File: src/logic/twau_pkg.sv
// Package: constants for the table write access unit.
// Assumes: used as twau_pkg::name, never imported.
package twau_pkg;
	// ==========================================================
	// Pointer and holding register geometry
	localparam int PTR_W     = 21;
	localparam int HOLD_N    = 8;
	localparam int HOLD_IW   = 3;
	localparam int BYTE_W    = 8;
	// ==========================================================
	// Opcode layout: fixed upper 14 bits, then a two-bit mode
	localparam logic [13:0] OPC_WRITE = 14'h0003;
	localparam logic [13:0] OPC_READ  = 14'h0002;
	localparam logic [1:0]  MODE_KEEP = 2'h0;
	localparam logic [1:0]  MODE_POST_INC = 2'h1;
	localparam logic [1:0]  MODE_POST_DEC = 2'h2;
	localparam logic [1:0]  MODE_PRE_INC  = 2'h3;
	// ==========================================================
	// Reset values and phase counts
	localparam logic [20:0] PTR_RST   = 21'h00_0000;
	localparam logic [7:0]  LATCH_RST = 8'h00;
	localparam logic [7:0]  HOLD_RST  = 8'hFF;
	localparam logic [1:0]  Q_LAST    = 2'h3;
	localparam logic [1:0]  Q_READ    = 2'h1;

	typedef enum logic [2:0] {
		TWAU_IDLE  = 3'b001,
		TWAU_WRITE = 3'b010,
		TWAU_READ  = 3'b100
	} twau_state_t;
endpackage : twau_pkg

File: src/logic/twau_hold_if.sv
// Interface: holding register write port between core and holding bank.
// Assumes: one clock, both ends on ref_clk_in.
`timescale 1ns/1ns
interface twau_hold_if;
	logic        we;
	logic [2:0]  idx;
	logic [7:0]  data;
	modport core (output we, output idx, output data);
	modport bank (input we, input idx, input data);
endinterface : twau_hold_if

File: src/logic/twau_hold_bank.sv
// Module: the eight holding registers later used to program flash.
// Assumes: written only by the table write sequencer.
`timescale 1ns/1ns
module twau_hold_bank (
	// Clock and reset
	input  wire logic       clk_in,
	input  wire logic       rstn_in,
	// Write port
	twau_hold_if.bank       hold,
	// Contents
	output logic [63:0]     hold_data_out
);
	logic [7:0] hold_q [8];
	logic [7:0] hold_d [8];

	for (genvar i = 0; i < twau_pkg::HOLD_N; i++) begin : g_hold
		always_comb begin
			hold_d[i] = hold_q[i];
			if (hold.we && hold.idx == 3'(i)) begin
				hold_d[i] = hold.data; // RL1
			end
		end
		always_ff @(posedge clk_in or negedge rstn_in) begin
			if (!rstn_in) begin
				hold_q[i] <= twau_pkg::HOLD_RST;
			end else begin
				hold_q[i] <= hold_d[i];
			end
		end
		assign hold_data_out[i*8 +: 8] = hold_q[i];
	end
endmodule : twau_hold_bank

File: src/logic/twau_unit.sv
// Module: table write / table read sequencer with pointer and latch.
// Assumes: instr_valid_in pulses in Q1 of an instruction cycle from the
// core decoder (same clock); one ref_clk_in edge is one Q phase.
// How it works
// RL1 - Latch byte goes to one of 8 holding registers, picked by pointer low bits.
// RL2 - Table write touches only holding registers, never program memory.
// RL3 - Pointer is 21 bits, byte addressing, two megabyte range.
// RL4 - Pointer bit 0 picks low (0) or high (1) byte of a word.
// RL5 - Post-decrement writes holding register then subtracts one from pointer.
// RL6 - Post-increment writes then adds one; pre-increment adds one then writes.
// RL7 - Four pointer treatments: unchanged, post-inc, post-dec, pre-inc.
// RL8 - Write opcode is fourteen fixed bits 0000_0000_0000_11 then mode.
// RL9 - Table read fetches memory byte at pointer into latch, same modes.
// RL10 - Two cycles, one word; latch read early, holding written at end.
`timescale 1ns/1ns
module twau_unit (
	// Clock and reset
	input  wire logic        ref_clk_in,
	input  wire logic        rstn_in,
	// Instruction from decoder
	input  wire logic        instr_valid_in,
	input  wire logic [15:0] instr_word_in,
	// Latch and pointer loads from the core
	input  wire logic        latch_load_in,
	input  wire logic [7:0]  latch_value_in,
	input  wire logic        ptr_load_in,
	input  wire logic [20:0] ptr_value_in,
	// Program memory read port
	input  wire logic [7:0]  pmem_rdata_in,
	output logic [20:0]      pmem_addr_out,
	output logic             pmem_rd_out,
	// State seen by core and flash
	output logic [20:0]      table_pointer_out,
	output logic [7:0]       table_latch_out,
	output logic [63:0]      hold_data_out,
	output logic             busy_out,
	output logic             accepted_out
);
	// ==========================================================
	// Reset release
	logic rst_s1_q;
	logic rst_s2_q;
	always_ff @(posedge ref_clk_in or negedge rstn_in) begin
		if (!rstn_in) begin
			rst_s1_q <= 1'b0;
			rst_s2_q <= 1'b0;
		end else begin
			rst_s1_q <= 1'b1;
			rst_s2_q <= rst_s1_q;
		end
	end
	wire logic rstn = rst_s2_q;

	// ==========================================================
	// Decode
	logic is_write;
	logic is_read;
	assign is_write = instr_valid_in && instr_word_in[15:2] == twau_pkg::OPC_WRITE; // RL8
	assign is_read  = instr_valid_in && instr_word_in[15:2] == twau_pkg::OPC_READ;  // RL9
	assign accepted_out = (is_write || is_read) && !busy_out;

	// ==========================================================
	// Sequencer: Q phase counter over the decode and execute cycles
	twau_pkg::twau_state_t state_q, state_d;
	logic [1:0]  q_q, q_d;
	logic        cyc_q, cyc_d;
	logic [1:0]  mode_q, mode_d;
	logic [20:0] ptr_q, ptr_d;
	logic [20:0] addr_q, addr_d;
	logic [7:0]  lat_q, lat_d;
	logic [7:0]  wbyte_q, wbyte_d;
	logic        hold_we;
	logic        end_exec;

	twau_hold_if hold ();

	assign end_exec = cyc_q && q_q == twau_pkg::Q_LAST;

	always_comb begin
		state_d = state_q;
		q_d     = q_q + 2'h1;
		cyc_d   = cyc_q;
		mode_d  = mode_q;
		ptr_d   = ptr_q;
		addr_d  = addr_q;
		lat_d   = lat_q;
		wbyte_d = wbyte_q;
		hold_we = 1'b0;
		if (latch_load_in) begin
			lat_d = latch_value_in;
		end
		if (ptr_load_in) begin
			ptr_d = ptr_value_in;
		end
		case (state_q)
			twau_pkg::TWAU_IDLE: begin
				q_d = 2'h0;
				if (accepted_out) begin
					state_d = is_write ? twau_pkg::TWAU_WRITE : twau_pkg::TWAU_READ;
					mode_d  = instr_word_in[1:0]; // RL7
					q_d     = 2'h1;
					cyc_d   = 1'b0;
					// Pre-increment moves the pointer before the access
					if (instr_word_in[1:0] == twau_pkg::MODE_PRE_INC) begin
						addr_d = ptr_q + 21'h00_0001; // RL6
					end else begin
						addr_d = ptr_q;
					end
				end
			end
			twau_pkg::TWAU_WRITE, twau_pkg::TWAU_READ: begin
				if (q_q == twau_pkg::Q_LAST) begin
					cyc_d = 1'b1;
				end
				if (cyc_q && q_q == twau_pkg::Q_READ && state_q == twau_pkg::TWAU_WRITE) begin
					wbyte_d = lat_q; // RL10
				end
				if (end_exec) begin
					state_d = twau_pkg::TWAU_IDLE;
					cyc_d   = 1'b0;
					if (state_q == twau_pkg::TWAU_WRITE) begin
						hold_we = 1'b1; // RL2
					end else begin
						lat_d = pmem_rdata_in; // RL9
					end
					case (mode_q)
						twau_pkg::MODE_POST_INC: ptr_d = addr_q + 21'h00_0001; // RL6
						twau_pkg::MODE_POST_DEC: ptr_d = addr_q - 21'h00_0001; // RL5
						twau_pkg::MODE_PRE_INC:  ptr_d = addr_q;               // RL6
						default:                 ptr_d = addr_q;               // RL7
					endcase
				end
			end
			default: begin
				state_d = twau_pkg::TWAU_IDLE;
			end
		endcase
	end

	always_ff @(posedge ref_clk_in or negedge rstn) begin
		if (!rstn) begin
			state_q <= twau_pkg::TWAU_IDLE;
			q_q     <= 2'h0;
			cyc_q   <= 1'b0;
			mode_q  <= twau_pkg::MODE_KEEP;
			ptr_q   <= twau_pkg::PTR_RST;
			addr_q  <= twau_pkg::PTR_RST;
			lat_q   <= twau_pkg::LATCH_RST;
			wbyte_q <= twau_pkg::LATCH_RST;
		end else begin
			state_q <= state_d;
			q_q     <= q_d;
			cyc_q   <= cyc_d;
			mode_q  <= mode_d;
			ptr_q   <= ptr_d; // RL3
			addr_q  <= addr_d;
			lat_q   <= lat_d;
			wbyte_q <= wbyte_d;
		end
	end

	// ==========================================================
	// Holding register port: bit 0 is the byte within the word
	assign hold.we   = hold_we;
	assign hold.idx  = addr_q[2:0]; // RL1 RL4
	assign hold.data = wbyte_q;

	twau_hold_bank u_bank (
		.clk_in        (ref_clk_in),
		.rstn_in       (rstn),
		.hold          (hold.bank),
		.hold_data_out (hold_data_out)
	);

	assign busy_out          = state_q != twau_pkg::TWAU_IDLE;
	assign table_pointer_out = ptr_q;
	assign table_latch_out   = lat_q;
	assign pmem_addr_out     = addr_q;
	// Memory is only read for table reads, never written here
	assign pmem_rd_out = state_q == twau_pkg::TWAU_READ && cyc_q; // RL2
endmodule : twau_unit

File: config.mk
export PLATFORM = sky130hd
export DESIGN_NAME = twau_unit
export DESIGN_NICKNAME = d
export VERILOG_FILES = /design/src/logic/twau_pkg.sv /design/src/logic/twau_hold_if.sv /design/src/logic/twau_hold_bank.sv /design/src/logic/twau_unit.sv
export SDC_FILE = /design/constraint.sdc
export NUM_CORES = 1
export LEC_CHECK = 0
export ABC_AREA = 1
export BUFFER_PORTS_ARGS = -buffer_cell sky130_fd_sc_hd__buf_2
export CORE_UTILIZATION = 36
export CTS_CLUSTER_DIAMETER = 60
export DETAILED_ROUTE_END_ITERATION = 16
export PLACE_DENSITY = 0.62
export SETUP_SLACK_MARGIN = 0.5
export SYNTH_ARGS = -nofsm -noshare
export SYNTH_HDL_FRONTEND = slang
export SYNTH_SLANG_ARGS = --single-unit
File: constraint.sdc
create_clock -name ref_clk_in -period 4.5 [get_ports ref_clk_in]
set_input_delay 0.9 -clock ref_clk_in [delete_from_list [all_inputs] [get_ports ref_clk_in]]
set_output_delay 0.9 -clock ref_clk_in [all_outputs]
set_load 0.03 [all_outputs]
# Word level (Yosys, flattened, before mapping)
# Cells that the tools add are included.
[word_totals]
output_inout_bits = 117
input_bits = 58
word_cells = 89
ff_bits = 132
[op_classes]
addsub = 4
eq_ne = 21
muxes = 22
reduce_logical = 24
[ops]
columns = ["cell", "n"]
rows = [
  ["$mux W21", 4],
  ["$add A21 B1 Y21 const B", 2],
  ["$pmux W21 S2", 1],
  ["$mux W8", 4],
  ["$eq A14 B2 Y1 const B", 2],
  ["$sub A21 B1 Y21 const B", 1],
  ["$eq A3 B3 Y1 const B", 5],
  ["$logic_and A1 B1 Y1", 15],
  ["$eq A3 B2 Y1 const B", 3],
  ["$mux W3", 3],
  ["$mux W1", 7],
  ["$eq A2 B2 Y1 const B", 3],
  ["$eq A3 B1 Y1 const B", 2],
  ["$pmux W3 S2", 1],
  ["$reduce_and A2 Y1", 3],
  ["$eq A2 B1 Y1 const B", 2],
  ["$ne A2 B2 Y1 const B", 2],
  ["$logic_not A3 Y1", 1],
  ["$ne A3 B1 Y1 const B", 1],
  ["$ne A3 B3 Y1 const B", 1],
  ["$reduce_and A3 Y1", 1],
  ["$add A2 B1 Y2 const B", 1],
  ["$mux W2", 1],
  ["$pmux W1 S2", 1],
  ["other kinds (4)", 4],
]

# Logic depth before layout (Yosys ltp)
[logic_depth]
ltp_word = 6
ltp_mapped = 19

# By module
# Synthesis repeated with hierarchy kept, for this count alone.
[hier_totals]
hier_cells = 1100
hier_area_um2 = 8045.2
[by_module_without_submodules]
columns = ["mod", "cells_each", "instances", "area_each_um2", "seq_area_each_um2"]
rows = [
  ["twau_unit", 805, 1, 5296.3, 1702.9],
  ["twau_hold_bank", 295, 1, 2748.9, 1681.6],
]

# Worst setup path before layout
# Ideal clock, no wire load.
[synth_path]
kind = "input -> output"
startpoint = "input port instr_word_in[12]"
endpoint = "output port accepted_out"
path_stages = 4
n_path_buf = 0
required_ns = 3.600
arrival_time_ns = 1.770
setup_slack_ns = 1.830
path_cell_list = "or2_1 nor4_1 nand3_1 clkinv_1"
[synth_between]
elab_chain_len = 4
[synth_lines]
columns = ["item", "line_no", "text"]
rows = [
  ["start, declared", "twau_unit.sv:22", "input wire logic [15:0] instr_word_in,"],
  ["$eq A14 B2 Y1, on equally long branches", "twau_unit.sv:58, twau_unit.sv:59", ""],
  ["$logic_and A1 B1 Y1, on equally long branches", "twau_unit.sv:58, twau_unit.sv:59", ""],
  ["$logic_or A1 B1 Y1 *", "twau_unit.sv:60", "assign accepted_out = (is_write || is_read) && !busy_out;"],
  ["$logic_and A1 B1 Y1 *", "twau_unit.sv:60", ""],
  ["end, declared", "twau_unit.sv:37", "output logic accepted_out"],
]
# Every way passes the cells marked *; elsewhere a longest branch is shown, timed or not.

# Worst setup path in the final report
# Same ends and word-level chain as after synthesis.

==> summary.md <==
| Metric | Value |
|---|---|
| Min-delay worst type | input port to async pin |
| Vias in the first global route | 7032 |
| Synth warn | 0 |
| Inserted Clock Buffers | 17 |
| Commonest cells after routing, fill and taps aside | nand2_1, buf_2, inv_1 |
| Remaining DRCs | 0 |
| Clk pwr share | 0.499 |
| Antenna violations before repair | 2 |
| Cell area power density | 316.8 mW/mm^2 |
| Final Cycle Share | 0.7003 |
| Die ar. | 0.02151 sq mm |
| Pwr Total | 2.924 mW |
| Finish-stage setup viols | 0 |
| Placement Rows | 52 |
| Net Switching | 743.4 uW |
| Fillers | 2065 |
| Total vias in the final route | 7201 |
| Grt ovf | 0 |
| Clock slew at reported path FFs | 60 ps |
| Detail Placement HPWL | 17400 um |
| I/O pin count | 175 |
| Crit-path max FO | 23 |
| Routability cong. | 0.8951 |
| CTS Sinks | 132 |
| Placed insts | 1434 |
| Initial DRC Count | 461 |
| Worst Skew | 10.75 ps |
| Wire per inst | 15.97 um |
| Peak supply drop | 0.0002405 V |
| Share of cells above drive strength 1 | 0.2625 |
| CTS tree | yes |
| Kind of critical path | input port to output port |
| Status | completed |
| Layout Nets | 1248 |
| H-tree levels | 4 |
| Non-filler cells in the finished layout | 1467 |
| Synth Register Bits | 132 |
| Initial Utilization | 0.3700 |
| Achievable clock frequency | 317.3 MHz |
| Top FF cell, synth | dfrtp_1 |
| Post-Syn Area | 0.007535 sq mm |
| Logic pwr share | 0.073 |
| Post-CTS Hold Fix Bufs | 0 |
| Post-route ant nets | 0 |
| Multi-input logic area | 0.003487 sq mm |
| Top post-synthesis cells by area | dfstp_2, dfrtp_1, nand2_1, o21ai_0, inv_1 |
| RSZ-0062 raised after global routing | false |
| Ys async rst share | 1.000 |
| Slew Limit Fails | 0 |
| Final hold violation count | 0 |
| Switching share of total power | 0.2543 |
| Root Driver | clkbuf_16 |
| Slew @ Worst Pin | 1057 ps |
| Critical path data arrival time | 2250 ps |
| Synth top area share | 0.2267 |
| Clk buf depth | 2 |
| DIE WIDTH | 146.7 um |
| First-pass GRT wire length | 37780 um |
| Worst-Skew Late Latency | 420 ps |
| # resized after CTS | 0 |
| Port bufs | 174 |
| Post-synthesis cell count | 1020 |
| Synth Net Count | 1085 |
| Unique cell type count in the Yosys netlist | 45 |
| Endpoint type of the worst setup path | output port |
| Post-DR vias/cell | 4.909 |
| Number of synthesized flops with an enable pin | 0 |
| Setup bufs post-CTS | 0 |
| GRT Total Usage | 0.2241 |
| Final wirelength | 23430 um |
| Area leader, netlist | dfstp_2 |
| Crit path required time | 3600 ps |
| Pleak | 4.641 nW |
| Max Cap Violations | 0 |
| Die H | 146.7 um |
| Internal power | 2.180 mW |
| Synth Area per Inst | 7.387 sq um |
| Seq. cell area | 0.003388 sq mm |
| Max-slew headroom | 0.2944 |
| Fin crit period | 3152 ps |
| Seq/Total Area, Yosys | 0.4492 |
| Register share of total power | 0.428 |
| Area growth syn-to-layout | 22.48% |
| Setup Total Neg Slack | 0 ps |
| TritonRoute pass-1 iters | 5 |
| Pin count of the biggest net entering global routing | 55 |
| Core ar. | 0.02036 sq mm |
| CP startpoint kind | input port |
| Most common cell after layout, fill and taps aside | nand2_1 |
-- final cells by class --
type | instances | share of cell area
well taps | 270 | 0.03661
multi-input cells | 727 | 0.3778
clock inverters | 11 | 0.01478
flip-flops and latches | 132 | 0.3671
clock buffers | 21 | 0.05233
inverters | 124 | 0.05098
diodes | 1 | 0.0002711
repair buffers | 181 | 0.1001
-- worst max-delay path: stages --
cell and delay [ps]:
buf_2 90, or2_1 240, nor4_1 240, nand3_1 100, buf_4 240, clkinv_1 190, buf_2 230
-- power groups by stage --
stage	combinational, mW	sequential [mW]	clock, mW
2_1_floorplan	0.0770	1.32	0
3_3_place_gp	0.213	1.27	0
3_5_place_dp	0.214	1.27	0
4_1_cts	0.215	1.25	1.49
5_1_grt	0.236	1.26	1.54
6_report	0.212	1.25	1.46
-- cell usage after synthesis (3+ instances only) --
master,n
ha_1,7
o22ai_1,3
nand2_2,12
inv_1,121
xor2_1,23
a211oi_1,3
nand4_1,8
nor2_4,5
nand3_1,51
dfrtp_1,67
a21oi_1,64
nor2_2,7
buf_6,3
clkbuf_1,25
nand2_1,302
mux2i_1,3
nor3_1,11
o21ai_0,119
dfstp_2,65
buf_2,7
a31oi_1,4
nor4_1,4
nor2_1,78
nand3_2,3
-- through the flow --
step           area, sq um  worst slack (ps)    util  hold WS (ps)
3_5_place_dp          8607              1359  0.4226         338.7
3_3_place_gp          8607              1388  0.4226         335.4
2_1_floorplan         7535             663.7       -         331.2
5_1_grt               9226              1232  0.4531         242.0
6_report              9229              1348  0.4532         250.3
4_1_cts               9226              1349  0.4531         243.1
-- sequential cells by signal, summed over array words and instances, names as in the netlist, 2 cells and up --
| register | flops |
|---|---|
| state_q | 3 |
| pmem_addr_out | 21 |
| q_q | 2 |
| mode_q | 2 |
| hold.data | 8 |
| table_latch_out | 8 |
| u_bank.hold_data_out | 64 |
| table_pointer_out | 21 |
-- path summary, 6_finish.rpt --
kind                                            end  slack (ps)              start  cells past startpoint
setup / recovery                       accepted_out        1350  instr_word_in[12]                      7
hold / removal                             rst_s2_q         250            rstn_in                      1
setup reg to reg              table_pointer_out[16]        1760          mode_q[0]                     19
hold reg to reg                            rst_s2_q         350           rst_s1_q                      0
max in group asynchronous  u_bank.hold_data_out[34]        3010           rst_s2_q                      1
min in group ref_clk_in                    rst_s2_q         350           rst_s1_q                      0
-- cell families (layout without fill, tap and decap cells) --
group | Yosys count | count (layout) | synth area share
simple gates | 490 | 490 | 0.2773
compound gates | 201 | 201 | 0.1393
buf+inv | 161 | 337 | 0.08801
flops | 132 | 132 | 0.4492
xor+xnor | 25 | 25 | 0.03006
fa+ha+maj | 7 | 7 | 0.01162
mux | 3 | 3 | 0.003986
other cells | 1 | 2 | 0.0004977
-- per-layer routing --
layer | share of wire | global-route usage
met1 | 0.45 | 0.2853
met2 | 0.47 | 0.3697
met3 | 0.066 | 0.05719
met4 | 0.021 | 0.07292
met5 | 0.00047 | 0
No activity file was read; power rests on OpenSTA's default activity.
